### config.mk
export PLATFORM = sky130hd
export DESIGN_NAME = cpu_exception_entry_unit
export DESIGN_NICKNAME = d
export VERILOG_FILES = /design/src/exc_pkg.sv /design/src/exc_order_pick.sv /design/src/exc_apb_regs.sv /design/src/cpu_exception_entry_unit.sv
export SDC_FILE = /design/constraint.sdc
export NUM_CORES = 1
export LEC_CHECK = 0
export ABC_CLOCK_PERIOD_IN_PS = 7400
export BUFFER_PORTS_ARGS = -buffer_cell sky130_fd_sc_hd__buf_2
export CAP_MARGIN = 20
export CORE_MARGIN = 2
export CORE_UTILIZATION = 40
export CTS_BUF_LIST = sky130_fd_sc_hd__clkbuf_2 sky130_fd_sc_hd__clkbuf_4 sky130_fd_sc_hd__clkbuf_8
export DETAILED_ROUTE_END_ITERATION = 7
export SKIP_LAST_GASP = 1
export SYNTH_ARGS = -nofsm -noshare
export SYNTH_HDL_FRONTEND = slang
export SYNTH_SLANG_ARGS = --single-unit
export TNS_END_PERCENT = 50
### constraint.sdc
create_clock -name clk -period 7.4 [get_ports clk]
set_clock_uncertainty 0.2 [all_clocks]
set_input_delay 0.74 -clock clk [delete_from_list [all_inputs] [get_ports clk]]
set_output_delay 0.74 -clock clk [all_outputs]
set_load 0.02 [all_outputs]
### src/exc_pkg.sv
package exc_pkg;
    localparam logic [31:0] RESET_VECTOR = 32'ha000_0000;
    localparam logic [31:0] OFS_GENERAL = 32'h0000_0100;
    localparam logic [31:0] OFS_XLATE_MISS = 32'h0000_0400;
    localparam logic [31:0] OFS_INTERRUPT = 32'h0000_0600;
    localparam logic [11:0] CODE_COLD = 12'h000;
    localparam logic [11:0] CODE_SOFT = 12'h020;
    localparam logic [11:0] CODE_DEBUG = 12'h000;
    localparam logic [11:0] CODE_MULTI = 12'h140;
    localparam logic [11:0] CODE_FETCH_MISS = 12'h040;
    localparam logic [11:0] CODE_LOAD_MISS = 12'h040;
    localparam logic [11:0] CODE_STORE_MISS = 12'h060;
    localparam logic [11:0] CODE_USER_BREAK = 12'h1e0;
    localparam logic [11:0] CODE_NMI = 12'h1c0;
    localparam logic [3:0] MASK_ALL = 4'hf;
    localparam logic [31:0] VBR_RESET = 32'h0000_0000;
    // status word bit positions
    localparam int SR_FD = 15;
    localparam int SR_BL = 28;
    localparam int SR_RB = 29;
    localparam int SR_MD = 30;
    localparam int SR_IMASK_LO = 4;
    localparam logic [31:0] SR_RESET = 32'h7000_00f0;
    // apb register map
    localparam logic [7:0] A_SYSCALL = 8'h20;
    localparam logic [7:0] A_EXPCODE = 8'h24;
    localparam logic [7:0] A_INTCODE = 8'h28;
    localparam logic [7:0] A_VBASE = 8'h30;
    localparam logic [7:0] A_DBASE = 8'h34;
    localparam logic [7:0] A_CTRL = 8'h38;
    localparam logic [7:0] A_STATUS = 8'h3c;
    localparam logic [7:0] A_SPC = 8'h40;
    localparam logic [7:0] A_SSR = 8'h44;
    localparam logic [7:0] A_SGR = 8'h48;
    localparam int CTRL_UBDE = 0;
    localparam int CTRL_NMI_BLK = 1;
    localparam int TRA_LO = 2;

    typedef enum logic [3:0] {
        GX_NONE = 4'h0,
        GX_USER_BREAK = 4'h1,
        GX_FETCH_MISS = 4'h2,
        GX_LOAD_MISS = 4'h3,
        GX_STORE_MISS = 4'h4,
        GX_OTHER = 4'h5
    } gexc_e;

    typedef struct packed {
        logic valid;
        logic [3:0] order;      // order within general level
        logic [7:0] seq;        // program order, older is smaller
        gexc_e kind;
        logic [11:0] code;      // code for GX_OTHER
        logic reexec;           // re-execution type
        logic [31:0] pc;        // faulting instruction
        logic [31:0] nextPc;    // following instruction
    } gexc_s;

    typedef struct packed {
        logic take;
        logic isReset;
        logic isIntr;
        logic [11:0] code;
        logic [31:0] target;
        logic [31:0] savePc;
    } sel_s;

    typedef struct packed {
        logic [7:0] paddr;
        logic psel;
        logic penable;
        logic pwrite;
        logic [31:0] pwdata;
    } apb_req_s;
endpackage

### src/exc_order_pick.sv
`timescale 1ns/100ps
// picks the older general exception
module exc_order_pick (
    input wire exc_pkg::gexc_s a,
    input wire exc_pkg::gexc_s b,
    output exc_pkg::gexc_s win
);
    always_comb begin
        if (!b.valid) begin
            win = a;
        end else if (!a.valid) begin
            win = b;
        end else if (a.seq != b.seq) begin
            win = (a.seq < b.seq) ? a : b; // RQ14
        end else begin
            win = (b.order < a.order) ? b : a; // RQ9 RQ13
        end
    end
endmodule // exc_order_pick

### src/exc_apb_regs.sv
`timescale 1ns/100ps
// apb address decode
module exc_apb_regs (
    input wire exc_pkg::apb_req_s req,
    output logic wrEn,
    output logic rdEn,
    output logic mapped
);
    always_comb begin
        unique case (req.paddr)
            exc_pkg::A_SYSCALL, exc_pkg::A_EXPCODE, exc_pkg::A_INTCODE,
            exc_pkg::A_VBASE, exc_pkg::A_DBASE, exc_pkg::A_CTRL,
            exc_pkg::A_STATUS, exc_pkg::A_SPC, exc_pkg::A_SSR,
            exc_pkg::A_SGR: mapped = 1'b1;
            default: mapped = 1'b0;
        endcase
        wrEn = req.psel && req.penable && req.pwrite;
        rdEn = req.psel && !req.penable && !req.pwrite;
    end
endmodule // exc_apb_regs

### src/cpu_exception_entry_unit.sv
`timescale 1ns/100ps
// Behaviour
// [RQ1] on entry save pc, status word and r15 before redirect
// [RQ2] entry sets hold flag, privileged mode and bank select
// [RQ3] only resets clear the fpu disable flag
// [RQ4] code to exception code reg, or interrupt code reg for interrupts
// [RQ5] every reset jumps to one fixed address
// [RQ6] others jump to vector base plus 0x400, 0x600 or 0x100
// [RQ7] resets clear vector base and set mask level to all ones
// [RQ8] cold start 0x000, soft restart 0x020, debug port 0x000
// [RQ9] select by level then order, lower number wins
// [RQ10] reset order: cold/debug 1, soft 2, multi-match 3 and 4 code 0x140
// [RQ11] fetch/load miss 0x040, store miss 0x060, miss offset
// [RQ12] nmi level 3 above level 4 interrupts, code 0x1c0
// [RQ13] decode-time faults share one priority order
// [RQ14] general exceptions taken in program order
// [RQ15] general exception while hold set becomes soft restart; a user break under hold is taken as a user break instead
// [RQ16] blocked case resets only cpu registers, others keep contents
// [RQ17] ordinary interrupts wait while hold flag is set
// [RQ18] nmi under hold pending or taken per software setting
// [RQ19] user break code 0x1e0 goes to debug base when enabled
// [RQ20] return restores pc and status word and resumes there
// [RQ21] return leaves r15 alone
// [RQ22] software sets hold flag before restoring saved state
// [RQ23] syscall loads its 8-bit immediate into syscall register
// [RQ24] 12-bit code fields written by software and hardware
// [RQ25] saved pc is faulting or next instruction by type
// [RQ26] entry flushes all younger in-flight instructions
module cpu_exception_entry_unit (
    input wire logic clk,
    input wire logic nrst,
    input wire logic coldStartReset,
    input wire logic softRestartReset,
    input wire logic debugPortReset,
    input wire logic fetchXlateMultiMatch,
    input wire logic operandXlateMultiMatch,
    input wire exc_pkg::gexc_s gexcDecode,
    input wire exc_pkg::gexc_s gexcMemory,
    input wire logic nmiReq,
    input wire logic extIntReq,
    input wire logic [11:0] extIntCode,
    input wire logic [3:0] extIntLevel,
    input wire logic [31:0] curPc,
    input wire logic [31:0] curR15,
    input wire logic returnFromException,
    input wire logic syscallExec,
    input wire logic [7:0] syscallImm,
    input wire logic srWrite,
    input wire logic [31:0] srWdata,
    input wire exc_pkg::apb_req_s apbReq,
    output logic [31:0] prdata,
    output logic pready,
    output logic pslverr,
    output logic redirect,
    output logic [31:0] redirectPc,
    output logic flushYounger,
    output logic cpuRegsInit,
    output logic [31:0] statusWord
);
    typedef enum logic [2:0] {
        ST_RUN = 3'b001,
        ST_ENTER = 3'b010,
        ST_RETURN = 3'b100
    } phase_e;

    phase_e phase_r;
    logic [31:0] sr_r, spc_r, ssr_r, sgr_r, vbr_r, dbr_r;
    logic [11:0] expCode_r, intCode_r;
    logic [7:0] tra_r;
    logic [1:0] ctrl_r;
    logic nmiPend_r;
    exc_pkg::sel_s sel, pend_r;
    exc_pkg::gexc_s gWin;
    logic wrEn, rdEn, mapped;
    logic holdSet, nmiOk, intOk;

    function automatic logic [31:0] entrySr(input logic [31:0] s,
                                            input logic rst);
        logic [31:0] r;
        r = s;
        r[exc_pkg::SR_BL] = 1'b1; // RQ2
        r[exc_pkg::SR_MD] = 1'b1; // RQ2
        r[exc_pkg::SR_RB] = 1'b1; // RQ2
        if (rst) begin
            r[exc_pkg::SR_FD] = 1'b0; // RQ3
            r[exc_pkg::SR_IMASK_LO +: 4] = exc_pkg::MASK_ALL; // RQ7
        end
        return r;
    endfunction

    function automatic logic [31:0] genWrite(input logic [31:0] old,
                                             input logic [31:0] wd);
        return wrEn ? wd : old;
    endfunction

    exc_order_pick uPick (
        .a(gexcDecode),
        .b(gexcMemory),
        .win(gWin)
    );

    exc_apb_regs uDec (
        .req(apbReq),
        .wrEn(wrEn),
        .rdEn(rdEn),
        .mapped(mapped)
    );

    assign holdSet = sr_r[exc_pkg::SR_BL];
    assign nmiOk = (nmiPend_r || nmiReq) &&
        (!holdSet || !ctrl_r[exc_pkg::CTRL_NMI_BLK]); // RQ18
    assign intOk = extIntReq && !holdSet &&
        (extIntLevel > sr_r[exc_pkg::SR_IMASK_LO +: 4]); // RQ17

    // event arbitration
    always_comb begin
        sel = '0;
        sel.target = exc_pkg::RESET_VECTOR;
        sel.savePc = curPc;
        if (coldStartReset || debugPortReset) begin // RQ10
            sel.take = 1'b1;
            sel.isReset = 1'b1;
            sel.code = coldStartReset ? exc_pkg::CODE_COLD
                                      : exc_pkg::CODE_DEBUG; // RQ8
        end else if (softRestartReset) begin // RQ9
            sel.take = 1'b1;
            sel.isReset = 1'b1;
            sel.code = exc_pkg::CODE_SOFT; // RQ8
        end else if (fetchXlateMultiMatch || operandXlateMultiMatch) begin
            sel.take = 1'b1;
            sel.isReset = 1'b1;
            sel.code = exc_pkg::CODE_MULTI; // RQ10
        end else if (gWin.valid) begin
            sel.take = 1'b1;
            sel.savePc = gWin.reexec ? gWin.pc : gWin.nextPc; // RQ25
            sel.target = vbr_r + exc_pkg::OFS_GENERAL; // RQ6
            unique case (gWin.kind)
                exc_pkg::GX_USER_BREAK: begin
                    sel.code = exc_pkg::CODE_USER_BREAK;
                    if (ctrl_r[exc_pkg::CTRL_UBDE]) begin
                        sel.target = dbr_r; // RQ19
                    end
                end
                exc_pkg::GX_FETCH_MISS: begin
                    sel.code = exc_pkg::CODE_FETCH_MISS; // RQ11
                    sel.target = vbr_r + exc_pkg::OFS_XLATE_MISS;
                end
                exc_pkg::GX_LOAD_MISS: begin
                    sel.code = exc_pkg::CODE_LOAD_MISS; // RQ11
                    sel.target = vbr_r + exc_pkg::OFS_XLATE_MISS;
                end
                exc_pkg::GX_STORE_MISS: begin
                    sel.code = exc_pkg::CODE_STORE_MISS; // RQ11
                    sel.target = vbr_r + exc_pkg::OFS_XLATE_MISS;
                end
                default: sel.code = gWin.code;
            endcase
            if (holdSet && gWin.kind != exc_pkg::GX_USER_BREAK) begin // RQ15
                sel.isReset = 1'b1;
                sel.code = exc_pkg::CODE_SOFT;
                sel.target = exc_pkg::RESET_VECTOR;
            end
        end else if (nmiOk) begin // RQ12
            sel.take = 1'b1;
            sel.isIntr = 1'b1;
            sel.code = exc_pkg::CODE_NMI;
            sel.target = vbr_r + exc_pkg::OFS_INTERRUPT;
        end else if (intOk) begin
            sel.take = 1'b1;
            sel.isIntr = 1'b1;
            sel.code = extIntCode;
            sel.target = vbr_r + exc_pkg::OFS_INTERRUPT; // RQ6
        end
    end

    // one cycle to latch, one to redirect
    always_ff @(posedge clk or negedge nrst) begin
        if (!nrst) begin
            phase_r <= ST_RUN;
            pend_r <= '0;
        end else begin
            unique case (phase_r)
                ST_RUN: begin
                    if (sel.take) begin
                        phase_r <= ST_ENTER;
                        pend_r <= sel;
                    end else if (returnFromException) begin
                        phase_r <= ST_RETURN;
                    end
                end
                ST_ENTER: phase_r <= ST_RUN;
                ST_RETURN: phase_r <= ST_RUN;
                default: phase_r <= ST_RUN;
            endcase
        end
    end

    // a new pulse during acceptance of a pending one stays pending
    always_ff @(posedge clk or negedge nrst) begin
        if (!nrst) begin
            nmiPend_r <= 1'b0;
        end else if (phase_r == ST_RUN && sel.take && sel.isIntr &&
                     sel.code == exc_pkg::CODE_NMI) begin
            nmiPend_r <= nmiReq && nmiPend_r;
        end else if (nmiReq) begin
            nmiPend_r <= 1'b1;
        end
    end

    // save registers and status word
    always_ff @(posedge clk or negedge nrst) begin
        if (!nrst) begin
            sr_r <= exc_pkg::SR_RESET;
            spc_r <= '0;
            ssr_r <= '0;
            sgr_r <= '0;
        end else if (phase_r == ST_RUN && sel.take) begin
            spc_r <= sel.savePc; // RQ1
            ssr_r <= sr_r; // RQ1
            sgr_r <= curR15; // RQ1
            sr_r <= entrySr(sr_r, sel.isReset);
        end else if (phase_r == ST_RUN && returnFromException) begin
            sr_r <= ssr_r; // RQ20
        end else if (srWrite) begin
            sr_r <= srWdata;
        end else if (apbReq.paddr == exc_pkg::A_STATUS) begin
            sr_r <= genWrite(sr_r, apbReq.pwdata);
        end else if (apbReq.paddr == exc_pkg::A_SPC) begin
            spc_r <= genWrite(spc_r, apbReq.pwdata);
        end else if (apbReq.paddr == exc_pkg::A_SSR) begin
            ssr_r <= genWrite(ssr_r, apbReq.pwdata);
        end else if (apbReq.paddr == exc_pkg::A_SGR) begin
            sgr_r <= genWrite(sgr_r, apbReq.pwdata);
        end
    end

    // hardware wins over software writes
    always_ff @(posedge clk or negedge nrst) begin
        if (!nrst) begin
            expCode_r <= exc_pkg::CODE_COLD;
            intCode_r <= '0;
            vbr_r <= exc_pkg::VBR_RESET;
            dbr_r <= '0;
            ctrl_r <= '0;
            tra_r <= '0;
        end else begin
            if (phase_r == ST_RUN && sel.take) begin
                if (sel.isIntr) begin
                    intCode_r <= sel.code; // RQ4
                end else begin
                    expCode_r <= sel.code; // RQ24
                end
                if (sel.isReset) begin
                    vbr_r <= exc_pkg::VBR_RESET; // RQ7
                end
            end else if (wrEn) begin
                unique case (apbReq.paddr)
                    exc_pkg::A_EXPCODE: expCode_r <= apbReq.pwdata[11:0];
                    exc_pkg::A_INTCODE: intCode_r <= apbReq.pwdata[11:0];
                    exc_pkg::A_VBASE: vbr_r <= apbReq.pwdata;
                    default: ;
                endcase
            end
            if (syscallExec) begin
                tra_r <= syscallImm; // RQ23
            end else if (wrEn && apbReq.paddr == exc_pkg::A_SYSCALL) begin
                tra_r <= apbReq.pwdata[exc_pkg::TRA_LO +: 8];
            end
            if (wrEn && apbReq.paddr == exc_pkg::A_DBASE) begin
                dbr_r <= apbReq.pwdata;
            end
            if (wrEn && apbReq.paddr == exc_pkg::A_CTRL) begin
                ctrl_r <= apbReq.pwdata[1:0];
            end
        end
    end

    // r15 is never driven back on return
    always_ff @(posedge clk or negedge nrst) begin
        if (!nrst) begin
            redirect <= 1'b0;
            redirectPc <= exc_pkg::RESET_VECTOR;
            flushYounger <= 1'b0;
            cpuRegsInit <= 1'b0;
        end else begin
            redirect <= phase_r == ST_ENTER || phase_r == ST_RETURN;
            flushYounger <= phase_r == ST_RUN &&
                (sel.take || returnFromException); // RQ26
            cpuRegsInit <= phase_r == ST_RUN && sel.take && sel.isReset; // RQ16
            if (phase_r == ST_ENTER) begin
                redirectPc <= pend_r.isReset ? exc_pkg::RESET_VECTOR // RQ5
                                             : pend_r.target;
            end else if (phase_r == ST_RETURN) begin
                redirectPc <= spc_r; // RQ20 RQ21
            end
        end
    end

    // apb read side
    always_ff @(posedge clk or negedge nrst) begin
        if (!nrst) begin
            prdata <= '0;
            pready <= 1'b0;
            pslverr <= 1'b0;
        end else begin
            pready <= apbReq.psel && !apbReq.penable;
            pslverr <= apbReq.psel && !apbReq.penable && !mapped;
            if (rdEn) begin
                unique case (apbReq.paddr)
                    exc_pkg::A_SYSCALL: prdata <= {22'h0, tra_r, 2'h0};
                    exc_pkg::A_EXPCODE: prdata <= {20'h0, expCode_r};
                    exc_pkg::A_INTCODE: prdata <= {20'h0, intCode_r};
                    exc_pkg::A_VBASE: prdata <= vbr_r;
                    exc_pkg::A_DBASE: prdata <= dbr_r;
                    exc_pkg::A_CTRL: prdata <= {30'h0, ctrl_r};
                    exc_pkg::A_STATUS: prdata <= sr_r;
                    exc_pkg::A_SPC: prdata <= spc_r;
                    exc_pkg::A_SSR: prdata <= ssr_r;
                    exc_pkg::A_SGR: prdata <= sgr_r;
                    default: prdata <= '0;
                endcase
            end
        end
    end

    always_ff @(posedge clk or negedge nrst) begin
        if (!nrst) begin
            statusWord <= exc_pkg::SR_RESET;
        end else begin
            statusWord <= sr_r;
        end
    end
endmodule // cpu_exception_entry_unit

# After elaboration in Yosys (flattened, before gate mapping)
# Cells that the tools add are included.
# classes
addsub	3
mul	0
div_mod_pow	0
magnitude_cmp	3
eq_ne	29
shifts	0
muxes	81
bitwise_logic	1
reduce_logical	57
# ops
op	n
2-to-1 mux 32 bit	32
one-hot mux 32 bit (10 select lines)	1
2-to-1 mux 94 bit	3
2-to-1 mux 64 bit	3
2-to-1 mux 93 bit	2
2-to-1 mux 12 bit	11
2-to-1 mux 45 bit	2
2-to-1 mux 44 bit	2
adder 32 x 11 -> 32 bit (second input constant)	2
one-hot mux 32 bit (2 select lines)	1
equality test 8 x 6 -> 1 bit (second input constant)	7
one-hot mux 12 bit (3 select lines)	1
adder 32 x 9 -> 32 bit (second input constant)	1
2-to-1 mux 31 bit	1
equality test 8 x 7 -> 1 bit (second input constant)	3
nonzero test 2 bit	10
logical AND 1 bit	19
2-to-1 mux 8 bit	2
AND reduction 3 bit	5
2-to-1 mux 1 bit	13
equality test 12 x 9 -> 1 bit (second input constant)	1
inequality test 2 x 1 -> 1 bit (second input constant)	5
OR reduction 10 bit	1
2-to-1 mux 3 bit	3
other kinds (26)	43
# word_totals
reg_bits	364
latch_bits	0
ramBits	0
romBits	0
inputBits	363
output_inout_bits	101
n_memories	0

# Depth between registers and ports, before layout
# Gate-level depths: netlist of run 1.
# logic_depth
ltp_word	16
mapped_depth	14

# Modules after synthesis
# From an unflattened synthesis of run 1, not the netlist that was laid out.
# unflattened
cells_unflattened	2168
hier_area_um2	20437.1
# by_module_without_submodules
mod	n_inst	cells_per_inst	area_per_inst_um2	seq_area_each_um2
cpu_exception_entry_unit	1	2006	18879.4	9130.0
exc_order_pick	1	155	1510.2	0.0
exc_apb_regs	1	7	47.5	0.0

# Worst setup path after synthesis of run 1
# Ideal clock, no wire load.
# synth_timing
path_type	input-to-reg
start	input port gexcMemory[88] (netlist bit)
end	register expCode_r[9]
t_arrival_ns	3.204
t_required_ns	7.135
setup_slack_ns	3.931
stages	11
cell_sequence	inv_1 ha_1 and3_1 nand4_1 o41ai_1 or2_1 buf_6 mux2_4 or4_1 a21oi_1 mux2_2
# synth_between
elab_chain_cells	15
word_cells_on_any_way	21
cone_classes	order compare (1); eq/ne (6); mux (12); reduce/logical (2)
# synth_rtl
element	line	rtl
start: declaration	cpu_exception_entry_unit.sv:38	input wire exc_pkg::gexc_s gexcMemory,
< comparator 8 bit	exc_order_pick.sv:14	win = (a.seq < b.seq) ? a : b;
2-to-1 mux 93 bit	exc_order_pick.sv:14	
2-to-1 mux 94 bit *	exc_order_pick.sv:13	end else if (a.seq != b.seq) begin
2-to-1 mux 94 bit *	exc_order_pick.sv:11	end else if (!a.valid) begin
2-to-1 mux 94 bit *	exc_order_pick.sv:9	if (!b.valid) begin
equality test 4 x 2 -> 1 bit	cpu_exception_entry_unit.sv:137	unique case (gWin.kind)
OR reduction 2 bit (no line)	-	
one-hot mux 12 bit (3 select lines)	cpu_exception_entry_unit.sv:137	
2-to-1 mux 44 bit *	cpu_exception_entry_unit.sv:158	if (holdSet && gWin.kind != exc_pkg::GX_USER_BREAK) begin
2-to-1 mux 44 bit *	cpu_exception_entry_unit.sv:133	end else if (gWin.valid) begin
2-to-1 mux 12 bit *	cpu_exception_entry_unit.sv:129	end else if (fetchXlateMultiMatch || operandXlateMultiMatch) begin
2-to-1 mux 12 bit *	cpu_exception_entry_unit.sv:125	end else if (softRestartReset) begin
2-to-1 mux 12 bit *	cpu_exception_entry_unit.sv:120	if (coldStartReset || debugPortReset) begin
2-to-1 mux 12 bit *	cpu_exception_entry_unit.sv:248	if (sel.isIntr) begin
2-to-1 mux 12 bit *	cpu_exception_entry_unit.sv:247	if (phase_r == ST_RUN && sel.take) begin
end signal: assignment	cpu_exception_entry_unit.sv:240	expCode_r <= exc_pkg::CODE_COLD;
end signal: assignment	cpu_exception_entry_unit.sv:251	expCode_r <= sel.code;
end signal: assignment	cpu_exception_entry_unit.sv:258	exc_pkg::A_EXPCODE: expCode_r <= apbReq.pwdata[11:0];
end: declaration	cpu_exception_entry_unit.sv:68	logic [11:0] expCode_r, intCode_r;
# Mark *: on every way between the ends. The rest lies on a longest branch, timed or not. The select of a mux whose other input is x is not followed.
# A chain may end at the register's enable or synchronous reset.

# Worst setup path in the final report of run 1
# layout_timing
start	register sr_r[5]
end	register pend_r[35] (netlist bit)
# layout_between
elab_chain_cells	9
word_cells_on_any_way	15
cone_classes	order compare (1); mux (12); reduce/logical (2)
# layout_rtl
element	line	rtl
start: declaration	cpu_exception_entry_unit.sv:67	logic [31:0] sr_r, spc_r, ssr_r, sgr_r, vbr_r, dbr_r;
start signal: assignment	cpu_exception_entry_unit.sv:213	sr_r <= exc_pkg::SR_RESET;
start signal: assignment	cpu_exception_entry_unit.sv:221	sr_r <= entrySr(sr_r, sel.isReset);
start signal: assignment	cpu_exception_entry_unit.sv:223	sr_r <= ssr_r;
greater-than comparator 4 bit *	cpu_exception_entry_unit.sv:113	(extIntLevel > sr_r[exc_pkg::SR_IMASK_LO +: 4]);
logical AND 1 bit *	cpu_exception_entry_unit.sv:112	assign intOk = extIntReq && !holdSet &&
2-to-1 mux 1 bit	cpu_exception_entry_unit.sv:168	end else if (intOk) begin
2-to-1 mux 1 bit	cpu_exception_entry_unit.sv:163	end else if (nmiOk) begin
2-to-1 mux 1 bit	cpu_exception_entry_unit.sv:133	
2-to-1 mux 2 bit	cpu_exception_entry_unit.sv:129	
2-to-1 mux 2 bit	cpu_exception_entry_unit.sv:125	
2-to-1 mux 2 bit	cpu_exception_entry_unit.sv:120	
AND reduction 2 bit (no line)	-	
end signal: assignment	cpu_exception_entry_unit.sv:186	pend_r <= sel;
end: declaration	cpu_exception_entry_unit.sv:72	exc_pkg::sel_s sel, pend_r;
# Mark *: on every way between the ends. The rest lies on a longest branch, timed or not.

==> metrics.cfg, run 1 <==
[worst_setup_path]
cp-start-kind = flop
crit_start = sr_r[5]
cp.required_ps = 7760
cp-end-kind = flop
rr_startpoint = sr_r[5]
crit_arrival_ps = 5080
path_max_fanout = 57
critPathKind = reg2reg

[place]
io_buffer_count = 463
pre_cts_slack_ps = 2360
dp_cells = 3234
gp_congestion = 0.924
hpwl_microns = 60300

[clock_network]
clkSlewWorstSetupHoldPaths_ps = 70
clkSinkCount = 364
cts_root_buf = clkbuf_8
cts_tree = built
cts_buffer_depth = 3
cts_made_buffers = 60
clkLatencyLatePin_ps = 700
htreeDepth = 2

[finish]
layout_common_cells = buf_2 (462), dfrtp_1 (347), nand2_1 (268), nor2_1 (187), a21oi_1 (180)
layout_commonest_cell = buf_2
nets = 3001
drive_gt1_share_pct = 27.5
final_cells = 3349
areaGrowthSynthToFinish_pct = 19.9

[routing]
wl_per_cell_microns = 25.1
dr.first_iter.drc_count = 1933
avgViaCountPerCell = 5.90
vias = 19700
drc_errors = 0
detail-route-antenna-nets = 0
dr.pass1.iters = 6
drt-total-wl_microns = 84100

[floorplan]
initial_core_util_pct = 40.4
die_area_sq_um = 53500
placementRows = 83
die_x_microns = 231
fp.coreArea_sq_um = 51200
ios = 464
die_h_microns = 231

[sta]
rsz0062_at_grt = false
relSlewSlack_pct = 26.8
finalSetupViolCount = 0
fmax_mhz = 212
min_period_over_period_pct = 63.8
fin_crit_ps = 4720
tightest_slew_ps = 1100
fin_ws_ps = 2680
slew_violations = 0
fin_tns_setup_ps = 0
hold_viol = 0

[yosys]
synth_area_sq_um = 20700
syn_area_per_cell_sq_um = 9.21
ys.flop_type = dfrtp_1
ys_async_sr_fraction_pct = 100
yosysWarningCount = 0
synthesis.nets = 2627
ys_seq_elements = 364
synth_edf_count = 0
ys_seq_area_share_pct = 44.2
yosysUniqueCellTypes = 74
synth_cells = 2244

[pwr]
seqPwrFrac_pct = 45.6
power.density_nw_per_um2 = 194
clkPwrFrac_pct = 41.7
p_sw_share_pct = 28.1
intPower_mw = 3.45
peakVddDrop_uv = 117
pwr-share-comb_pct = 12.6
leakage_nw = 11.7
power.net_switching_mw = 1.35

[grt]
grt_start_max_net_pins = 181
grt_pass1_wl_microns = 124000
grt_pass1_vias = 19500
gr-usage-all-layers_pct = 30.9
antenna_found_initial = 5
overflow = 0

[min_path]
hold_class = in2reg
min-delay-start = curR15[24]

[outcome]
status = completed

[job]
maxCapViolCount = 0

==> Yosys cell counts (5+ instances only) <==
| cell | number | share of area, % |
|---|---|---|
| and3_1 | 11 | 0.33 |
| mux2_2 | 64 | 3.5 |
| o211ai_1 | 8 | 0.29 |
| dfrtp_1 | 347 | 42 |
| o21a_1 | 5 | 0.18 |
| a221oi_1 | 30 | 1.3 |
| or3_1 | 6 | 0.18 |
| a22o_1 | 14 | 0.59 |
| and2_1 | 8 | 0.24 |
| o21ai_1 | 33 | 0.80 |
| o221ai_1 | 15 | 0.64 |
| nand4_1 | 11 | 0.33 |
| o31ai_1 | 5 | 0.18 |
| xnor2_1 | 29 | 1.2 |
| nor3b_1 | 32 | 1.2 |
| nand3_1 | 31 | 0.75 |
| buf_6 | 8 | 0.44 |
| a32oi_1 | 6 | 0.25 |
| a31oi_1 | 26 | 0.79 |
| buf_2 | 35 | 0.85 |
| a222oi_1 | 16 | 0.78 |
| a211oi_1 | 72 | 2.6 |
| o22a_1 | 6 | 0.25 |
| buf_1 | 8 | 0.15 |
| or2_2 | 7 | 0.21 |
| mux2i_1 | 157 | 7.6 |
| o31a_1 | 5 | 0.21 |
| nor2_1 | 195 | 3.5 |
| xor2_1 | 31 | 1.3 |
| o21ai_0 | 178 | 4.3 |
| a21oi_1 | 180 | 4.4 |
| inv_1 | 32 | 0.58 |
| a41oi_1 | 7 | 0.30 |
| dfstp_2 | 17 | 2.2 |
| a22oi_1 | 65 | 2.4 |
| o22ai_1 | 10 | 0.30 |
| clkbuf_1 | 136 | 2.5 |
| nand2_1 | 269 | 4.9 |
| nor3_1 | 13 | 0.31 |
| nor2b_1 | 34 | 1.0 |
| ha_1 | 20 | 1.2 |
==> power groups by stage <==
stage          clock network, mW  registers (mW)  logic [mW]
6_report                    2.01            2.19       0.608
5_1_grt                     2.12            2.20       0.662
4_1_cts                     2.04            2.19       0.609
3_5_place_dp                   0            2.22       0.607
3_3_place_gp                   0            2.22       0.598
2_1_floorplan                  0            2.24       0.243
==> worst paths after layout <==
path / end / slack (ps) / depth (start not counted)
max: pend_r[35] / 2680 / 12
min: sgr_r[24] / 40 / 3
max reg2reg: pend_r[35] / 2680 / 12
min reg2reg: statusWord[7] / 180 / 0
max in group asynchronous: ssr_r[30] / 4860 / 3
min in group asynchronous: statusWord[8] / 490 / 2
==> stage by stage <==
stage	hold slack (ps)	power [mW]	utilization, %	area, sq um
2_1_floorplan	167	2.49	-	20700
3_3_place_gp	172	2.82	45.6	23400
3_5_place_dp	177	2.83	45.6	23400
4_1_cts	8.23	4.83	48.3	24700
5_1_grt	59.3	4.99	48.4	24800
6_report	43.9	4.81	48.4	24800
==> registers in the layout (all words and copies together) (netlist names) <==
signal,flops
intCode_r,12
cpuRegsInit,1
statusWord,32
redirectPc,32
pend_r,33
ctrl_r,2
expCode_r,12
ssr_r,32
prdata,32
nmiPend_r,1
phase_r,3
flushYounger,1
sr_r,32
pslverr,1
redirect,1
dbr_r,32
vbr_r,32
sgr_r,32
spc_r,32
tra_r,8
pready,1
==> kinds of logic after synthesis <==
| group | after synthesis | synth area share, % |
|---|---|---|
| AO/OA/AOI/OAI | 716 | 22.2 |
| AND/OR/NAND/NOR | 640 | 14.0 |
| flip-flops | 364 | 44.2 |
| multiplexers | 224 | 11.3 |
| buffers and inverters | 220 | 4.52 |
| XOR/XNOR | 60 | 2.54 |
| adder cells (fa/ha/maj) | 20 | 1.21 |
==> worst max-delay path: stages, from the launching register on <==
cell	delay, ps
dfstp_2	580
inv_1	110
ha_1	300
nor2b_1	150
o211ai_1	210
a21oi_1	290
o31ai_4	390
buf_4	610
buf_4	630
a211o_1	610
o21ai_0	290
nand2_1	120
nand2_1	60
==> layer usage <==
metal	share of wire, %	GRT usage (%)	vias to the layer above
li1	-	-	8913
met2	44	47.6	1019
met4	2.4	8.45	4
met3	9.2	6.75	125
met1	44	43.8	9688
met5	0.029	0	-
==> cell type report <==
| cell class | instances | area [sq um] |
|---|---|---|
| multi-input combinational | 1660 | 10700 |
| antenna | 1 | 2.50 |
| clock buffer | 97 | 1190 |
| sequential | 364 | 9130 |
| tap | 680 | 851 |
| fill | 4901 | 26400 |
| inverter | 32 | 123 |
| timing repair buffer | 500 | 2650 |
| clock inverter | 15 | 163 |
==> repair_timing <==
| item | in CTS | in global routing |
|---|---|---|
| buffers inserted | 0 | 0 |
| hold buffers | 1 | 0 |
| resized for setup | 0 | 0 |
| hold endpoints to repair | 34 | 0 |
No activity file was read; power rests on OpenSTA's default activity.
==> inputs of run 2 (changes only) <==
--- a/config.mk
+++ b/config.mk
@@ -5,7 +5,7 @@
 export SDC_FILE = /design/constraint.sdc
 export NUM_CORES = 1
 export LEC_CHECK = 0
-export ABC_CLOCK_PERIOD_IN_PS = 7400
+export ABC_CLOCK_PERIOD_IN_PS = 4300
 export BUFFER_PORTS_ARGS = -buffer_cell sky130_fd_sc_hd__buf_2
 export CAP_MARGIN = 20
 export CORE_MARGIN = 2
==> constraint.sdc (replaced) <==
create_clock -name clk -period 4.3 [get_ports clk]
set_clock_uncertainty 0.2 [all_clocks]
set_input_delay 0.43 -clock clk [delete_from_list [all_inputs] [get_ports clk]]
set_output_delay 0.43 -clock clk [all_outputs]
set_load 0.02 [all_outputs]
==> run 2 against run 1 <==
Effect of this change:
- die area unchanged
- highest routed layer unchanged
- clock power is 77% higher
- worst hold slack worse by 11 ps
- fmax grew 26%
- non-clock buffer count up 175
- total power increased by 77%
- first-iteration DRC count increased by 5.5%
- sequential cell count did not move
- design area rose by 7.2%
==> metrics.cfg, run 2 (same netlist as run 1, synthesis figures left out) <==
[routing]
drc_errors = 0  ; unchanged
drt-total-wl_microns = 88200  ; +4.8%
avgViaCountPerCell = 5.89  ; about the same
wl_per_cell_microns = 25.0  ; -0.51%
vias = 20800  ; +5.3%
dr.first_iter.drc_count = 2039  ; +5.5%
dr.pass1.iters = 8  ; +2
detail-route-antenna-nets = 0  ; unchanged

[place]
io_buffer_count = 463  ; unchanged
placed_cell_area_sq_um = 23700  ; +1.5%
dp_cells = 3271  ; +1.1%
gp_congestion = 0.946  ; +2.4%
hpwl_microns = 63800  ; +5.9%

[worst_setup_path]
worst-path-buf-inv = 3  ; unchanged
reg2regPathDepth = 11  ; -1
worstPathCellList = inv_1 > ha_1 > nor2b_1 > o211ai_1 > a21oi_1 > buf_4 > nor2_1 > nor2_1 > a31oi_2 > buf_4 > mux2_2
max_stage_delay_ps = 760  ; +130 ps
path_max_fanout = 13  ; -77%
cp-end-kind = flop
cp.depth = 11  ; -1
rr_startpoint = sr_r[5]
crit_arrival_ps = 4080  ; -1000 ps
crit_start = sr_r[5]
critPathKind = reg2reg
critical_path.top_delay_family = simple AND/OR/NAND/NOR gates
cp-start-kind = flop
cp.required_ps = 4640  ; -3120 ps
cp_slowest_cell = nor2_1

[sta]
fmax_mhz = 267  ; +26%
hold_viol = 0  ; unchanged
rsz0062_at_grt = false
relSlewSlack_pct = 34.5  ; +7.6 points
fin_crit_ps = 3740  ; -982 ps
min_period_over_period_pct = 87.0  ; +23 points
tightest_slew_ps = 979  ; -118 ps
slew_violations = 0  ; unchanged
fin_tns_setup_ps = 0  ; unchanged
finalSetupViolCount = 0  ; unchanged

[clock_network]
cts_made_buffers = 66  ; +10%
cts_tree = built
clkSinkCount = 364  ; unchanged
cts_root_buf = clkbuf_8
clkLatencyLatePin_ps = 650  ; -50 ps
clkSlewWorstSetupHoldPaths_ps = 60  ; about the same
post_cts_resized = 0  ; unchanged
htreeDepth = 3  ; +1
cts_buffer_depth = 3  ; unchanged

[floorplan]
die_area_sq_um = 53500  ; unchanged
fp.coreArea_sq_um = 51200  ; unchanged
die_h_microns = 231  ; unchanged
die_x_microns = 231  ; unchanged
initial_core_util_pct = 40.4  ; unchanged
placementRows = 83  ; unchanged
ios = 464  ; unchanged

[finish]
largest_reg_flops = 33  ; unchanged
drive_gt1_share_pct = 27.1  ; -0.37 points
final_cells = 3527  ; +5.3%
design_area_sq_um = 26600  ; +7.2%
largest_register = pend_r
nets = 3182  ; +6.0%
layout_commonest_cell = buf_2
multiInputGateArea_sq_um = 10600  ; about the same
layout_common_cells = buf_2 (462), dfrtp_1 (347), nand2_1 (268), nor2_1 (187), a21oi_1 (180)
areaGrowthSynthToFinish_pct = 28.5
filler_cell_count = 4754  ; -3.0%
ff_latch_area_sq_um = 9130  ; unchanged

[pwr]
leakage_nw = 12.5  ; +6.8%
clkPwrFrac_pct = 41.8  ; about the same
p_sw_share_pct = 28.1  ; -0.074 points
peakVddDrop_uv = 165  ; +41%
power.net_switching_mw = 2.39  ; +77%
power.density_nw_per_um2 = 321  ; +65%
pwr-share-comb_pct = 13.8  ; +1.2 points
totalPowerFinal_mw = 8.51  ; +77%
seqPwrFrac_pct = 44.4  ; -1.2 points
intPower_mw = 6.12  ; +77%

[grt]
grt_pass1_vias = 21000  ; +7.5%
overflow = 0  ; unchanged
gr-usage-all-layers_pct = 32.7  ; +1.8 points
antenna_found_initial = 4  ; -1
grt_start_max_net_pins = 93  ; -49%
grt_pass1_wl_microns = 132000  ; +5.9%

[min_path]
hold_class = in2reg
hold_depth = 2  ; -1
min-delay-start = syscallExec

[job]
maxCapViolCount = 0  ; unchanged

[outcome]
status = completed

==> run 2: changes by cell type in the layout (fill, tap and decap cells not counted), sizes merged, moves of 8 or more <==
cell and delta:
clkbuf +9, clkinv -8, buf +37, dlygate4sd3 +138
==> run 2: worst paths after layout <==
path / endpoint / slack, ps
worst min-delay path: tra_r[7] / 30
worst min register to register: statusWord[29] / 180
min in group asynchronous: statusWord[3] / 240
max in group asynchronous: sr_r[18] / 2660
worst max register to register: expCode_r[9] / 560
worst max-delay path: expCode_r[9] / 560
==> run 2: power by group through the flow <==
stage	Combinational (mW)	Sequential, mW	Clock [mW]
3_5_place_dp	1.06	3.83	0
6_report	1.17	3.78	3.56
4_1_cts	1.16	3.77	3.61
5_1_grt	1.27	3.79	3.78
2_1_floorplan	0.418	3.86	0
3_3_place_gp	1.04	3.83	0
==> run 2: metrics by stage <==
step	setup WS (ps)	hold slack [ps]	util [%]
after global placement	604	172	46.4
final	558	32.7	51.9
after detailed placement	579	179	46.4
after global routing	443	49.0	51.9
after floorplan	1090	-65.6	-
after CTS	667	1.04	51.8
==> run 2: routing by layer <==
layer | wire (microns) | track usage, % | vias up
li1 | - | - | 9253
met1 | 37500 | 44.6 | 10300
met2 | 39400 | 50.9 | 1102
met3 | 8690 | 7.85 | 165
met4 | 2550 | 11.1 | 2
met5 | 12 | 0 | -
==> run 2: repair_timing <==
item	in CTS	in global routing
hold buffers	139	0
setup buffers	0	0
endpoints found under the hold margin	232	0
setup endpoints to repair	0	0
==> run 2: cell type report <==
cell class | instances | area share [%]
multi-input cells | 1660 | 40.1
flip-flops and latches | 364 | 34.4
repair buffers | 675 | 16.6
clock buffers | 106 | 4.86
well taps | 680 | 3.20
inverters | 32 | 0.462
clock inverters | 8 | 0.401
diodes | 2 | 0.0188
